## config.mk

```make
export PLATFORM = sky130hd
export DESIGN_NAME = bvg_vector_gen
export DESIGN_NICKNAME = d
export VERILOG_FILES = /design/src/shared/bvg_pkg.sv /design/src/logic/bvg_vector_gen.sv
export SDC_FILE = /design/constraint.sdc
export NUM_CORES = 1
export LEC_CHECK = 0
export ABC_CLOCK_PERIOD_IN_PS = 6850
export BUFFER_PORTS_ARGS = -buffer_cell sky130_fd_sc_hd__buf_2
export CAP_MARGIN = 20
export CORE_MARGIN = 8
export CORE_UTILIZATION = 64
export CTS_CLUSTER_SIZE = 12
export DETAILED_ROUTE_END_ITERATION = 12
export GPL_TIMING_DRIVEN = 0
export PLACE_DENSITY = 0.86
export SLEW_MARGIN = 20
export SYNTH_ARGS = -nofsm -noshare
export SYNTH_HDL_FRONTEND = slang
export SYNTH_SLANG_ARGS = --single-unit
```

## constraint.sdc

```tcl
create_clock -name sys_clk -period 6.85 [get_ports sys_clk]
set_clock_uncertainty 0.1 [all_clocks]
set_input_delay 0.3425 -clock sys_clk [delete_from_list [all_inputs] [get_ports sys_clk]]
set_output_delay 0.3425 -clock sys_clk [all_outputs]
set_load 0.01 [all_outputs]
```

## src/shared/bvg_pkg.sv

```systemverilog
// constants shared by the vector generator
package bvg_pkg;
    // ------------------------------------------------------------
    // timing
    // ------------------------------------------------------------
    localparam int unsigned SYS_CLK_HZ  = 20_000_000;
    localparam int unsigned SEQ_CLK_HZ  = 4_000_000;
    // sequencer tick divider, rounded down so a tick is never slower
    localparam int unsigned SEQ_DIV     = SYS_CLK_HZ / SEQ_CLK_HZ;
    localparam int unsigned DIV_W       = $clog2(SEQ_DIV);
    localparam int unsigned SEQ_SLOTS   = 12;
    localparam int unsigned SLOT_W      = $clog2(SEQ_SLOTS);
    localparam int unsigned REFRESH_GAP = 6;

    // ------------------------------------------------------------
    // sequencer slots, one per 4 MHz tick
    // ------------------------------------------------------------
    localparam logic [3:0] SLOT_REFRESH_A = 4'h0;
    localparam logic [3:0] SLOT_READ      = 4'h1;
    localparam logic [3:0] SLOT_WRITE     = 4'h2;
    localparam logic [3:0] SLOT_MINOR     = 4'h3;
    localparam logic [3:0] SLOT_MAJOR     = 4'h4;
    localparam logic [3:0] SLOT_STEP      = 4'h5;
    localparam logic [3:0] SLOT_REFRESH_B = 4'h6;
    localparam logic [3:0] SLOT_LAST      = 4'hb;

    // ------------------------------------------------------------
    // parameter file words and direction word fields
    // ------------------------------------------------------------
    localparam logic [1:0] FILE_MAJOR  = 2'h0;
    localparam logic [1:0] FILE_MINOR  = 2'h1;
    localparam logic [1:0] FILE_DIR    = 2'h2;
    localparam logic [1:0] FILE_UNUSED = 2'h3;
    localparam int unsigned DIR_CODE_HI = 2;
    localparam int unsigned DIR_ARB_BIT = 3;

    // basic direction codes used by the write-inhibit logic
    localparam logic [2:0] DIR_1 = 3'h1;
    localparam logic [2:0] DIR_2 = 3'h2;
    localparam logic [2:0] DIR_3 = 3'h3;
    localparam logic [2:0] DIR_5 = 3'h5;
    localparam logic [2:0] DIR_6 = 3'h6;
    localparam logic [2:0] DIR_7 = 3'h7;

    // per-direction x/y step: {xEn, xDown, yEn, yDown}, index = code
    // written from code 7 down to code 0
    localparam logic [31:0] DIR_STEP_TABLE = {
        4'ha, 4'h2, 4'he, 4'hc, 4'hf, 4'h3, 4'hb, 4'h8
    };
endpackage : bvg_pkg

```

## src/logic/bvg_vector_gen.sv

```systemverilog
// Bresenham vector generator core with refresh-interleaved bit map access
// Summary of operation
// - length counter loaded by host, decrements per pixel, zero ends the run.
// - parameter file holds major, minor, direction; fourth word has no effect.
// - datapath is 8 bits, so one run draws at most 256 pixels.
// - direction decode uses 3-bit code, arbitrary flag and adder carry.
// - arbitrary directions use carry for minor step; basic ones step every pixel.
// - decoder yields enable and up/down for each position counter.
// - error latch takes adder result while running, host value during setup.
// - execute request is synchronised into a run flag enabling vector slots.
// - refresh loads shifter and advances horizontal counter every six ticks.
// - run only starts during a refresh load slot.
// - while running, address switches to x/y for read then write.
// - each step moves x, y or both by exactly one count.
// - minor term subtracted each step; carry decides minor axis step.
// - 512-line host space on 256 lines needs odd/even write suppression.
// - no write stepping direction 2 from odd line or 6 from even line.
// - no write for 5/7 even after 6, or 1/3 odd after 2.
// - eight basic 45-degree directions, no decisions once set.
// - no carry in first phase steps both axes; carry steps major only.
// - first phase adds complemented minor plus carry-in, captures carry.
// - second phase adds major term only while carry flip-flop is clear.
// - length reaching zero clears run and returns to refresh-only.
module bvg_vector_gen
    import bvg_pkg::*;
#(
    parameter int unsigned DATA_W  = 8,
    parameter int unsigned COORD_W = 8
)(
    input  wire logic               sys_clk,
    input  wire logic               rst,
    input  wire logic               clkEn,
    input  wire logic               execute_request_n,
    input  wire logic [DATA_W-1:0]  hostData,
    input  wire logic               loadX,
    input  wire logic               loadY,
    input  wire logic               loadLength,
    input  wire logic               loadError,
    input  wire logic               fileWe,
    input  wire logic [1:0]         fileAddr,
    input  wire logic [COORD_W-1:0] refreshRow,
    output logic                    runBusy,
    output logic                    vectorDone,
    output logic [COORD_W-1:0]      bmColumn,
    output logic [COORD_W-1:0]      bmRow,
    output logic                    bmVectorSel,
    output logic                    bmReadStrobe,
    output logic                    bmWriteStrobe,
    output logic                    refresh_load_shift,
    output logic [COORD_W-1:0]      hCount
);
    // ------------------------------------------------------------
    // state
    // ------------------------------------------------------------
    logic [DIV_W-1:0]   divReg;
    logic [3:0]         slotReg;
    logic               execS1Reg, execS2Reg, execS3Reg, execLvlReg;
    logic               pendReg, runReg, doneReg, carryReg;
    logic [DATA_W-1:0]  errReg, lenReg;
    logic [DATA_W-1:0]  fileReg [0:2];
    logic [COORD_W-1:0] xReg, yReg, hReg;
    logic [2:0]         stepDirReg, prevDirReg;
    logic               fromOddReg, firstReg, histValidReg;
    logic               rdReg, wrReg, loadReg, selReg;

    // ------------------------------------------------------------
    // decode
    // ------------------------------------------------------------
    wire               tick      = clkEn && (divReg == DIV_W'(SEQ_DIV - 1));
    wire               inRefresh = (slotReg == SLOT_REFRESH_A) || (slotReg == SLOT_REFRESH_B);
    wire               execAgree = (execS2Reg == execS3Reg);
    wire               execFall  = execAgree && execLvlReg && !execS3Reg;
    wire               setup     = !runReg;
    wire [DATA_W-1:0]  majorTerm = fileReg[FILE_MAJOR];
    wire [DATA_W-1:0]  minor_axis_term = fileReg[FILE_MINOR];
    wire [2:0]         dirCode   = fileReg[FILE_DIR][DIR_CODE_HI:0];
    wire               dirArb    = fileReg[FILE_DIR][DIR_ARB_BIT];
    // minor term is stored complemented; carry-in completes the negation
    wire [DATA_W:0]    sumMinor  = {1'b0, errReg} + {1'b0, minor_axis_term} + (DATA_W+1)'(1);
    wire [DATA_W:0]    sumMajor  = {1'b0, errReg} + {1'b0, majorTerm};
    // arbitrary: carry set means major axis only, the neighbouring axial code
    wire [2:0]         effDir    = (dirArb && carryReg) ? (dirCode + 3'h1) : dirCode;
    wire [3:0]         stepBits  = DIR_STEP_TABLE[effDir*4 +: 4];
    wire               xEn       = stepBits[3];
    wire               xDown     = stepBits[2];
    wire               yEn       = stepBits[1];
    wire               yDown     = stepBits[0];
    wire               y_line_lsb = yReg[0];
    wire               inhibit1  = (stepDirReg == DIR_2 && fromOddReg)
                                || (stepDirReg == DIR_6 && !fromOddReg);
    wire               inhibit2  = histValidReg && (stepDirReg == DIR_5 || stepDirReg == DIR_7)
                                && !fromOddReg && prevDirReg == DIR_6;
    wire               inhibit3  = histValidReg && (stepDirReg == DIR_1 || stepDirReg == DIR_3)
                                && fromOddReg && prevDirReg == DIR_2;
    wire               inhibit   = !firstReg && (inhibit1 || inhibit2 || inhibit3);
    wire               vecSlot   = runReg && (slotReg == SLOT_READ || slotReg == SLOT_WRITE);
    wire [DATA_W-1:0]  errNext   = setup ? hostData : sumMinor[DATA_W-1:0];
    wire [DATA_W-1:0]  lenNext   = lenReg - DATA_W'(1);
    wire [3:0]         slotNext  = (slotReg == SLOT_LAST) ? SLOT_REFRESH_A : slotReg + 4'h1;

    // ------------------------------------------------------------
    // sequencer and execute synchroniser
    // ------------------------------------------------------------
    always_ff @(posedge sys_clk)
    begin
        if (rst)
        begin
            divReg    <= '0;
            slotReg   <= SLOT_REFRESH_A;
            execS1Reg <= 1'b1;
            execS2Reg <= 1'b1;
            execS3Reg <= 1'b1;
            execLvlReg <= 1'b1;
        end
        else if (clkEn)
        begin
            divReg    <= tick ? '0 : divReg + DIV_W'(1);
            execS1Reg <= execute_request_n;
            execS2Reg <= execS1Reg;
            execS3Reg <= execS2Reg;
            if (execAgree)
                execLvlReg <= execS3Reg;
            if (tick)
                slotReg <= slotNext;
        end
    end

    // ------------------------------------------------------------
    // run control
    // ------------------------------------------------------------
    always_ff @(posedge sys_clk)
    begin
        if (rst)
        begin
            pendReg <= 1'b0;
            runReg  <= 1'b0;
            doneReg <= 1'b0;
        end
        else if (clkEn)
        begin
            doneReg <= 1'b0;
            if (execFall && !runReg)
                pendReg <= 1'b1;
            if (tick && inRefresh && pendReg && !runReg)
            begin
                runReg  <= 1'b1;
                pendReg <= 1'b0;
            end
            else if (tick && runReg && slotReg == SLOT_STEP && lenNext == '0)
            begin
                runReg  <= 1'b0;
                doneReg <= 1'b1;
            end
        end
    end

    // ------------------------------------------------------------
    // parameter file, counters and error arithmetic
    // ------------------------------------------------------------
    always_ff @(posedge sys_clk)
    begin
        if (rst)
        begin
            carryReg     <= 1'b0;
            stepDirReg   <= '0;
            prevDirReg   <= '0;
            fromOddReg   <= 1'b0;
            firstReg     <= 1'b1;
            histValidReg <= 1'b0;
            errReg       <= '0;
            lenReg       <= '0;
            xReg         <= '0;
            yReg         <= '0;
            for (int i = 0; i < 3; i++)
                fileReg[i] <= '0;
        end
        else if (clkEn)
        begin
            if (setup)
            begin
                // fourth word is decoded away so it cannot disturb the file
                if (fileWe && fileAddr != FILE_UNUSED)
                    fileReg[fileAddr] <= hostData;
                if (loadX)
                    xReg <= hostData[COORD_W-1:0];
                if (loadY)
                    yReg <= hostData[COORD_W-1:0];
                if (loadLength)
                    lenReg <= hostData;
                if (loadError)
                    errReg <= errNext;
                firstReg     <= 1'b1;
                histValidReg <= 1'b0;
            end
            else if (tick)
            begin
                case (slotReg)
                    SLOT_MINOR:
                    begin
                        errReg   <= errNext;
                        carryReg <= sumMinor[DATA_W];
                    end
                    SLOT_MAJOR:
                    begin
                        if (!carryReg)
                            errReg <= sumMajor[DATA_W-1:0];
                    end
                    SLOT_STEP:
                    begin
                        lenReg <= lenNext;
                        if (lenNext != '0)
                        begin
                            // one count per axis at most, basic codes ignore carry
                            if (xEn)
                                xReg <= xDown ? xReg - COORD_W'(1) : xReg + COORD_W'(1);
                            if (yEn)
                                yReg <= yDown ? yReg - COORD_W'(1) : yReg + COORD_W'(1);
                            prevDirReg   <= stepDirReg;
                            histValidReg <= !firstReg;
                            stepDirReg   <= effDir;
                            fromOddReg   <= y_line_lsb;
                            firstReg     <= 1'b0;
                        end
                    end
                    default:
                    begin
                        errReg <= errReg;
                    end
                endcase
            end
        end
    end

    // ------------------------------------------------------------
    // bit map strobes and refresh counter
    // ------------------------------------------------------------
    always_ff @(posedge sys_clk)
    begin
        if (rst)
        begin
            hReg    <= '0;
            rdReg   <= 1'b0;
            wrReg   <= 1'b0;
            loadReg <= 1'b0;
            selReg  <= 1'b0;
        end
        else if (clkEn)
        begin
            loadReg <= tick && inRefresh;
            rdReg   <= tick && (inRefresh || (runReg && slotReg == SLOT_READ));
            wrReg   <= tick && runReg && slotReg == SLOT_WRITE && !inhibit;
            if (tick)
                // held over the read and the write-back strobes, never over a refresh read
                selReg <= runReg && (slotReg == SLOT_READ || slotReg == SLOT_WRITE);
            if (tick && inRefresh)
                hReg <= hReg + COORD_W'(1);
        end
    end

    assign runBusy            = runReg;
    assign vectorDone         = doneReg;
    assign bmVectorSel        = selReg;
    assign bmColumn           = selReg ? xReg : hReg;
    assign bmRow              = selReg ? yReg : refreshRow;
    assign bmReadStrobe       = rdReg;
    assign bmWriteStrobe      = wrReg;
    assign refresh_load_shift = loadReg;
    assign hCount             = hReg;

    // ------------------------------------------------------------
    // checks
    // ------------------------------------------------------------
    run_start_a: assert property (@(posedge sys_clk) disable iff (rst)
        $rose(runReg) |-> $past(inRefresh) && $past(tick))
        else $error("run started outside a refresh slot");
    done_stop_a: assert property (@(posedge sys_clk) disable iff (rst)
        vectorDone |-> !runBusy && lenReg == '0)
        else $error("done without run cleared and length zero");
    len_step_a: assert property (@(posedge sys_clk) disable iff (rst)
        (tick && runReg && slotReg == SLOT_STEP) |=> lenReg == $past(lenReg) - DATA_W'(1))
        else $error("length counter did not decrement by one");
    carry_hold_a: assert property (@(posedge sys_clk) disable iff (rst)
        (tick && runReg && slotReg == SLOT_MAJOR && carryReg) |=> $stable(errReg))
        else $error("error register changed with carry set");
    minor_sum_a: assert property (@(posedge sys_clk) disable iff (rst)
        (tick && runReg && slotReg == SLOT_MINOR) |=> carryReg == $past(sumMinor[DATA_W]))
        else $error("carry flip-flop not loaded from adder");
    inhibit_write_a: assert property (@(posedge sys_clk) disable iff (rst)
        (tick && runReg && slotReg == SLOT_WRITE && inhibit) |=> !bmWriteStrobe)
        else $error("write issued while inhibited");
    addr_select_a: assert property (@(posedge sys_clk) disable iff (rst)
        bmWriteStrobe |-> bmVectorSel && bmColumn == xReg && bmRow == yReg)
        else $error("vector write not addressed by x and y");
    unit_step_a: assert property (@(posedge sys_clk) disable iff (rst || setup)
        runReg |=> (xReg == $past(xReg) || xReg == $past(xReg) + COORD_W'(1)
                 || xReg == $past(xReg) - COORD_W'(1)))
        else $error("x moved by more than one count");
    unused_word_a: assert property (@(posedge sys_clk) disable iff (rst)
        (clkEn && fileWe && fileAddr == FILE_UNUSED) |=> $stable(fileReg[FILE_MAJOR])
        && $stable(fileReg[FILE_MINOR]) && $stable(fileReg[FILE_DIR]))
        else $error("unused file word disturbed the file");
    refresh_load_a: assert property (@(posedge sys_clk) disable iff (rst)
        $rose(refresh_load_shift) |-> hCount == $past(hCount) + COORD_W'(1))
        else $error("refresh counter not advanced with load");
endmodule : bvg_vector_gen

```

## Word level (Yosys, flattened, before mapping)

Memory sizes are Yosys's and may differ from the RTL's.
Cells that the tools add are included.
W data, S select, Z words.

- Add/subtract/negate cells: 12
- Eq/ne operators: 25
- Shift operators: 1
- Muxes and demuxes: 53
- Reductions and logical operators: 61

Operators by type and width:

| kind | count |
|---|---|
| $mux W8 | 26 |
| $shiftx A32 B6 Y4 const A | 1 |
| $logic_and A1 B1 Y1 | 26 |
| $add A8 B1 Y8 const B | 3 |
| $sub A8 B1 Y8 const B | 3 |
| $mux W1 | 22 |
| $pmux W8 S2 | 1 |
| $eq A3 B3 Y1 const B | 5 |
| $eq A4 B3 Y1 const B | 3 |
| $reduce_and A4 Y1 | 3 |
| $reduce_and A6 Y1 | 2 |
| $reduce_bool A2 Y1 | 6 |
| $ne A2 B1 Y1 const B | 5 |
| $reduce_and A2 Y1 | 5 |
| $reduce_and A5 Y1 | 2 |
| $add A8 B8 Y9 | 1 |
| $add A9 B1 Y9 const B | 1 |
| $eq A3 B2 Y1 const B | 3 |
| $add A8 B8 Y8 | 1 |
| $eq A4 B2 Y1 const B | 2 |
| $logic_not A8 Y1 | 1 |
| $logic_or A1 B1 Y1 | 8 |
| $reduce_bool A8 Y1 | 1 |
| $reduce_or A8 Y1 | 1 |
| 14 further kinds | 20 |

- Bits in registers: 68
- Bits in writable memories: 24
- Input bits: 27
- Word-level logic and storage cells: 177
- Memories: 1

Memory list:

| memory | depth | bits a word | read ports | clocked after Yosys merged registers in | wr ports | RTL line | text |
|---|---|---|---|---|---|---|---|
| fileReg | 3 | 8 | 3 | 0 | 3 | bvg_vector_gen.sv:60 | `logic [DATA_W-1:0] fileReg [0:2];` |

## Longest topological paths before layout

Gate-level depths: netlist (run 1).

- Depth after elaboration: 10
- Depth in mapped cells: 11
- Depth with buffers taken out: 11

## Least setup slack after synthesis (run 1)

Ideal clock, no wire load.

- Path type: reg-to-reg
- From: memory fileReg[2][0]
- To: register xReg[7]
- Setup time: 0.133 ns
- Arrival: 3.126 ns
- Required time: 6.617 ns
- Setup slack: 3.492 ns
- Cell stages (with the launch flop): 12
- Buffers on the path: 0
- Path through: edfxtp_1 ha_1 xnor2_1 mux2_2 o21ai_0 ha_1 a211oi_1 o21bai_1 a21oi_1 o21ai_0 xnor2_1 o221ai_1

RTL lines:

| element | RTL line | text |
|---|---|---|
| start: declaration | bvg_vector_gen.sv:60 |  |
| end signal: assignment | bvg_vector_gen.sv:185 | `xReg <= hostData[COORD_W-1:0];` |
| end signal: assignment | bvg_vector_gen.sv:215 | `xReg <= xDown ? xReg - COORD_W'(1) : xReg + COORD_W'(1);` |
| end: declaration | bvg_vector_gen.sv:61 | `logic [COORD_W-1:0] xReg, yReg, hReg;` |

==> impl_metrics.sql, run 1 <==
INSERT INTO impl_metrics (metric_group, metric, value, unit) VALUES
('status', 'status', 'finished clean', ''),
('placement', 'place.detailed.hpwl', '11.17', 'mm'),
('worst_hold_path', 'hold_depth', '2', ''),
('clock_network', 'cts-buffers-inserted', '9', ''),
('timing', 'timing_worst_slew_pin_value', '836.9', 'ps'),
('synth', 'synthesis.nets', '704', ''),
('clock_network', 'cts_tree', 'built', ''),
('global_routing', 'pin_count_of_the_biggest_net_entering_global_routing', '17', ''),
('finish', 'register_area', '1962', 'µm²'),
('finish', 'multi_input_area', '3357', 'µm²'),
('timing', 'layout_min_cycle_time', '3807', 'ps'),
('finish', 'layout-drive-gt1-share', '15.57', '%'),
('synth', 'post_synth_fa_ha_maj_area_fraction', '8.320', '%'),
('route', 'highest-signal-layer', 'met4', ''),
('synth', 'ys_seq_elements', '88', ''),
('flow_run', 'max_cap_viol_count', '0', ''),
('power', 'worst_ir_drop_vdd', '112.9', 'µV'),
('global_routing', 'grt_first_pass_wirelength', '24.29', 'mm'),
('route', 'route.detailed.drc', '0', ''),
('global_routing', 'grt_pass1_vias', '5091', ''),
('synth', 'synth-seq-area-share', '35.45', '%'),
('placement', 'pre_cts_ws', '2912', 'ps'),
('route', 'drt_pass_1_iters', '6', ''),
('timing', 'slew_viol_final', '0', ''),
('timing', 'endpoints_failing_hold', '0', ''),
('timing', 'rsz_0062_raised_after_global_routing', 'false', ''),
('global_routing', 'globalRouteOverflowTotal', '0', ''),
('power', 'power_density', '193.1', 'nW/µm²'),
('timing', 'post-route-period-util', '55.57', '%'),
('clock_network', 'cts_max_path_buffers', '2', ''),
('placement', 'gp_congestion', '0.9279', ''),
('timing', 'final_critical_path_setup_slack', '3043', 'ps'),
('synth', 'synthMuxAreaShare', '5.652', '%'),
('clock_network', 'postCtsSetupRepairBufs', '0', ''),
('placement', 'io_buffers', '55', ''),
('die', 'floorplan.initialDensity', '64.72', '%'),
('clock_network', 'cts_resized', '0', ''),
('synth', 'synthesis.instances', '642', ''),
('synth', 'main_combinational_cell_family_by_area_after_synthesis', 'simple AND/OR/NAND/NOR gates', ''),
('route', 'drt_iter0_markers', '625', ''),
('clock_network', 'cts_num_sinks', '88', ''),
('worst_setup_path', 'reg2reg_depth', '11', ''),
('die', 'dieArea', '11880', 'µm²'),
('worst_setup_path', 'crit_path_start_kind', 'flip-flop', ''),
('route', 'detailroute.via_count', '5277', ''),
('placement', 'dpl-instance-area', '5944', 'µm²'),
('timing', 'totalNegativeSetupSlack', '0', 'ps'),
('synth', 'syn-cell-area', '5534', 'µm²'),
('synth', 'synth_largest_type_area_fraction', '24.60', '%'),
('global_routing', 'antenna_found_initial', '0', ''),
('die', 'chipHeight', '109.0', 'µm'),
('clock_network', 'clkTransAtPathRegs', '100', 'ps'),
('worst_setup_path', 'critPathKind', 'reg -> reg', ''),
('clock_network', 'cts.htree.levels', '3', ''),
('route', 'wl_met1', '6.364', 'mm'),
('power', 'cell_leakage_power', '0.002510', 'µW'),
('die', 'rows', '34', ''),
('route', 'finalWirelength', '15.23', 'mm'),
('placement', 'numPlacedInstances', '805', ''),
('worst_setup_path', 'critical_path_required', '7030', 'ps'),
('timing', 'peak_freq', '0.2627', 'GHz'),
('finish', 'design.final.nets', '770', ''),
('clock_network', 'clockRootBuffer', 'sky130_fd_sc_hd__clkbuf_8', ''),
('worst_setup_path', 'timing.critical_path.arrival', '3990', 'ps'),
('global_routing', 'globalRouteTotalUtil', '25.54', '%'),
('synth', 'synth_edf_count', '20', ''),
('synth', 'yosys_warnings', '0', ''),
('route', 'drt.antenna.violating_nets', '0', ''),
('finish', 'design_area', '6212', 'µm²'),
('finish', 'insertedDiodeCount', '0', ''),
('synth', 'synth.area.top_cells', 'sky130_fd_sc_hd__dfxtp_1 25%, sky130_fd_sc_hd__edfxtp_1 11%, sky130_fd_sc_hd__ha_1 7.2%, sky130_fd_sc_hd__a21oi_1 4.9%, sky130_fd_sc_hd__nor2_1 4.5%', '');
-- cell usage after synthesis (all sizes together), types with 15 or more instances --
master	instances
nor3	16
ha	32
edfxtp	20
nand2b	17
nand2	45
and2	23
nand3	15
nor2	67
o21ai	27
dfxtp	68
a21oi	54
inv	25
mux2	18
clkbuf	25
-- cells in the final DEF (no fill, tap or decap), drive strengths merged, types with 8 or more instances in the layout --
cell / count
a211oi: 13
and2: 23
nand2: 45
edfxtp: 20
o21a: 8
buf: 59
mux2: 18
o21ai: 27
nor2b: 12
a21oi: 54
clkbuf: 36
ha: 32
nand3b: 8
nand3: 15
xnor2: 14
mux2i: 11
dfxtp: 68
nor2: 67
a311oi: 8
nand2b: 17
nor3: 16
inv: 28
xor2: 9
-- cell type report --
| type | instances | share of cell area (%) |
|---|---|---|
| timing repair buffer | 55 | 4.431 |
| inverter | 26 | 1.571 |
| buffer | 29 | 1.974 |
| clock inverter | 5 | 1.430 |
| clock buffer | 11 | 2.800 |
| sequential | 88 | 31.58 |
| tap | 108 | 2.175 |
| multi-input combinational | 499 | 54.04 |
-- per-stage QoR --
stage               power (µW)  hold WS (ps)
floorplan                692.4         331.4
global placement         731.5         339.3
detailed placement       741.0         353.9
CTS                       1194         78.90
global route              1239         88.80
finish                    1200         79.14
-- sequential cells by signal (all words and copies together) (netlist names), 4 cells and up --
signal,count
xReg,8
yReg,8
hCount,8
errReg,8
lenReg,8
fileReg,20
slotReg,4
-- metal layers --
layer  vias to the layer above  GRT usage [%]
li1                       2458              -
met1                      2448          32.66
met2                       307          41.42
met3                        64          4.314
met4                         0          11.44
met5                         -              0
-- cell families (layout without fill, tap and decap cells) --
group / after synthesis / after routing
adders and majority gates: 35 / 35
buffers and inverters: 55 / 126
AOI/OAI and AO/OA: 168 / 168
muxes: 29 / 29
and+or+nand+nor: 244 / 244
xor gates and xnor gates: 23 / 23
DFF: 88 / 88
-- path summary, 6_finish.rpt --
kind                                        start    endpoint  slack, ps
worst min-delay path            execute_request_n   execS1Reg         80
worst max register to register      fileReg[2][0]     xReg[5]       3040
worst min register to register         vectorDone  vectorDone        360
worst max-delay path                fileReg[2][0]     xReg[5]       3040
-- critical path: stages (launching register included) --
cell and delay, ps:
sky130_fd_sc_hd__edfxtp_1 510, sky130_fd_sc_hd__ha_1 310, sky130_fd_sc_hd__xnor2_1 210, sky130_fd_sc_hd__mux2_2 350
sky130_fd_sc_hd__o21ai_1 620, sky130_fd_sc_hd__ha_1 380, sky130_fd_sc_hd__a211oi_1 270, sky130_fd_sc_hd__o21bai_1 140
sky130_fd_sc_hd__a21oi_1 260, sky130_fd_sc_hd__xnor2_1 180, sky130_fd_sc_hd__a21oi_1 120, sky130_fd_sc_hd__a211oi_1 290
-- power by group --
| group | switching [µW] | internal (µW) | leakage [µW] |
|---|---|---|---|
| combinational | 100 | 70.4 | 0.00162 |
| sequential | 17.3 | 548 | 0.000760 |
| clock | 208 | 255 | 0.000133 |
| total | 326 | 874 | 0.00251 |
(Power assumes the default switching activity.)
==> run 2: changes to the inputs <==
ABC_CLOCK_PERIOD_IN_PS = 4000   (was 6850)
CORE_UTILIZATION = 60   (was 64)
PLACE_DENSITY = 0.81   (was 0.86)
clock period = 4 ns   (was 6.85 ns; I/O delays follow)
==> impl_metrics.sql, run 2 (synthesis gave the netlist of run 1 again) <==
INSERT INTO impl_metrics (metric_group, metric, value, unit) VALUES
('global_routing', 'globalRouteOverflowTotal', '0', ''),
('finish', 'layout.filler_cells', '740', ''),
('die', 'core_area', '9109', 'µm²'),
('worst_setup_path', 'timing.critical_path.arrival', '3790', 'ps'),
('timing', 'post-route-period-util', '90.22', '%'),
('timing', 'rsz_0062_raised_after_global_routing', 'false', ''),
('global_routing', 'grt_pass1_vias', '4874', ''),
('global_routing', 'antenna_found_initial', '0', ''),
('die', 'io_pins', '57', ''),
('timing', 'timing_worst_slew_pin_value', '939.3', 'ps'),
('route', 'routed_wire_length_per_instance', '17.96', 'µm'),
('finish', 'mostFrequentLayoutCell', 'sky130_fd_sc_hd__dfxtp_1', ''),
('global_routing', 'grt_first_pass_wirelength', '23.97', 'mm'),
('global_routing', 'pin_count_of_the_biggest_net_entering_global_routing', '16', ''),
('die', 'chipHeight', '112.0', 'µm'),
('clock_network', 'cts_num_sinks', '88', ''),
('power', 'cell_leakage_power', '0.002476', 'µW'),
('worst_setup_path', 'crit_path_start_kind', 'flip-flop', ''),
('placement', 'io_buffers', '55', ''),
('worst_setup_path', 'critPathMaxFanout', '8', ''),
('timing', 'slew_viol_final', '0', ''),
('route', 'detailroute.via_count', '5120', ''),
('timing', 'layout_min_cycle_time', '3609', 'ps'),
('timing', 'peak_freq', '0.2771', 'GHz'),
('route', 'route.detailed.drc', '0', ''),
('finish', 'multi_input_area', '3352', 'µm²'),
('timing', 'slew_headroom', '37.15', '%'),
('global_routing', 'globalRouteTotalUtil', '23.43', '%'),
('route', 'drt.antenna.violating_nets', '0', ''),
('clock_network', 'clkTransAtPathRegs', '90', 'ps'),
('finish', 'largest_register_ffs', '20', ''),
('die', 'floorplan.initialDensity', '60.76', '%'),
('finish', 'layout-drive-gt1-share', '15.29', '%'),
('route', 'drt_pass_1_iters', '5', ''),
('status', 'status', 'finished clean', ''),
('clock_network', 'clock_latency_at_the_later_pin_of_the_worst_skew_pair', '370', 'ps'),
('worst_hold_path', 'hold_depth', '2', ''),
('route', 'via_per_inst', '6.214', ''),
('die', 'rows', '35', ''),
('clock_network', 'cts_max_path_buffers', '2', ''),
('worst_hold_path', 'hold_class', 'in -> reg', ''),
('clock_network', 'postCtsSetupRepairBufs', '0', ''),
('clock_network', 'cts-buffers-inserted', '9', ''),
('finish', 'finalCoreUtilization', '67.53', '%'),
('finish', 'registers.top_by_ff_count', 'fileReg', ''),
('timing', 'totalNegativeSetupSlack', '0', 'ps'),
('die', 'die_w', '112.0', 'µm'),
('route', 'drt_iter0_markers', '326', ''),
('worst_setup_path', 'setup.worst_path.end_class', 'flip-flop', ''),
('timing', 'finalSetupViolCount', '0', ''),
('finish', 'syn2layout_area_growth', '11.15', '%'),
('worst_setup_path', 'reg2reg_depth', '11', ''),
('finish', 'design.final.nets', '771', ''),
('power', 'power_density', '306.3', 'nW/µm²'),
('timing', 'endpoints_failing_hold', '0', ''),
('die', 'dieArea', '12550', 'µm²'),
('finish', 'insertedDiodeCount', '0', ''),
('clock_network', 'cts.htree.levels', '3', ''),
('clock_network', 'clockRootBuffer', 'sky130_fd_sc_hd__clkbuf_8', ''),
('placement', 'gp_congestion', '0.9449', ''),
('clock_network', 'cts_tree', 'built', ''),
('finish', 'layout.cells.most_common_list', '68 x sky130_fd_sc_hd__dfxtp_1, 67 x sky130_fd_sc_hd__nor2_1, 56 x sky130_fd_sc_hd__buf_2', ''),
('flow_run', 'max_cap_viol_count', '0', ''),
('power', 'worst_ir_drop_vdd', '196.1', 'µV'),
('worst_setup_path', 'critPathKind', 'reg -> reg', ''),
('worst_setup_path', 'critical_path_required', '4180', 'ps'),
('finish', 'register_area', '1962', 'µm²'),
('route', 'finalWirelength', '14.80', 'mm'),
('placement', 'place.detailed.hpwl', '11.03', 'mm');
-- run 2: final cells by class --
class                           count  share of cell area [%]
Clock buffer                        9                   2.014
Multi-Input combinational cell    499                   54.50
Tap cell                          111                   2.258
Buffer                             29                   1.993
Inverter                           26                   1.587
Clock inverter                      6                   1.119
Sequential cell                    88                   31.90
Timing Repair Buffer               56                   4.638
-- run 2: worst paths after layout --
path                 start       endpoint  slack (ps)
max          fileReg[2][0]        xReg[5]         390
min            hostData[4]  fileReg[0][4]          40
max reg2reg  fileReg[2][0]        xReg[5]         390
min reg2reg  bmWriteStrobe  bmWriteStrobe         360
-- run 2: worst max-delay path: stages, from the launching register on --
cell	delay [ps]
sky130_fd_sc_hd__edfxtp_1	510
sky130_fd_sc_hd__ha_1	310
sky130_fd_sc_hd__xnor2_1	180
sky130_fd_sc_hd__mux2_2	350
sky130_fd_sc_hd__o21ai_1	560
sky130_fd_sc_hd__ha_1	370
sky130_fd_sc_hd__a211oi_1	250
sky130_fd_sc_hd__o21bai_1	130
sky130_fd_sc_hd__a21oi_1	230
sky130_fd_sc_hd__xnor2_1	170
sky130_fd_sc_hd__a21oi_1	110
sky130_fd_sc_hd__a211oi_1	270
-- run 2: per-layer routing --
layer	share of wire, %	routed length (µm)	vias to the layer above	GRT usage, %
met5	0	0	-	0
met4	2.7	399	0	8.543
met3	6.8	1009	36	4.187
met2	48	7056	208	39.34
met1	43	6337	2419	29.49
li1	-	-	2457	-
-- run 2: repair_timing --
item,in CTS,in global routing
gates resized for setup,0,1
setup endpoints to repair,0,3
endpoints found under the hold margin,1,0
hold buffers,1,0
-- run 2: power breakdown --
group	switching [µW]	internal, µW
combinational	169	121
clock	338	289
sequential	29.3	939
total	536	1350
-- run 2: metrics by stage --
step / worst slack [ps] / power (µW) / hold WS [ps] / instance area (µm²) / cells
after floorplan: 641.7 / 1186 / 222.4 / 5534 / 642
after global placement: 227.3 / 1255 / 311.4 / 5948 / 808
after detailed placement: 139.2 / 1270 / 311.4 / 5948 / 808
after CTS: 113.7 / 1883 / 35.52 / 6151 / 824
after global routing: 136.4 / 1958 / 35.15 / 6151 / 824
final: 391.2 / 1884 / 42.43 / 6151 / 824
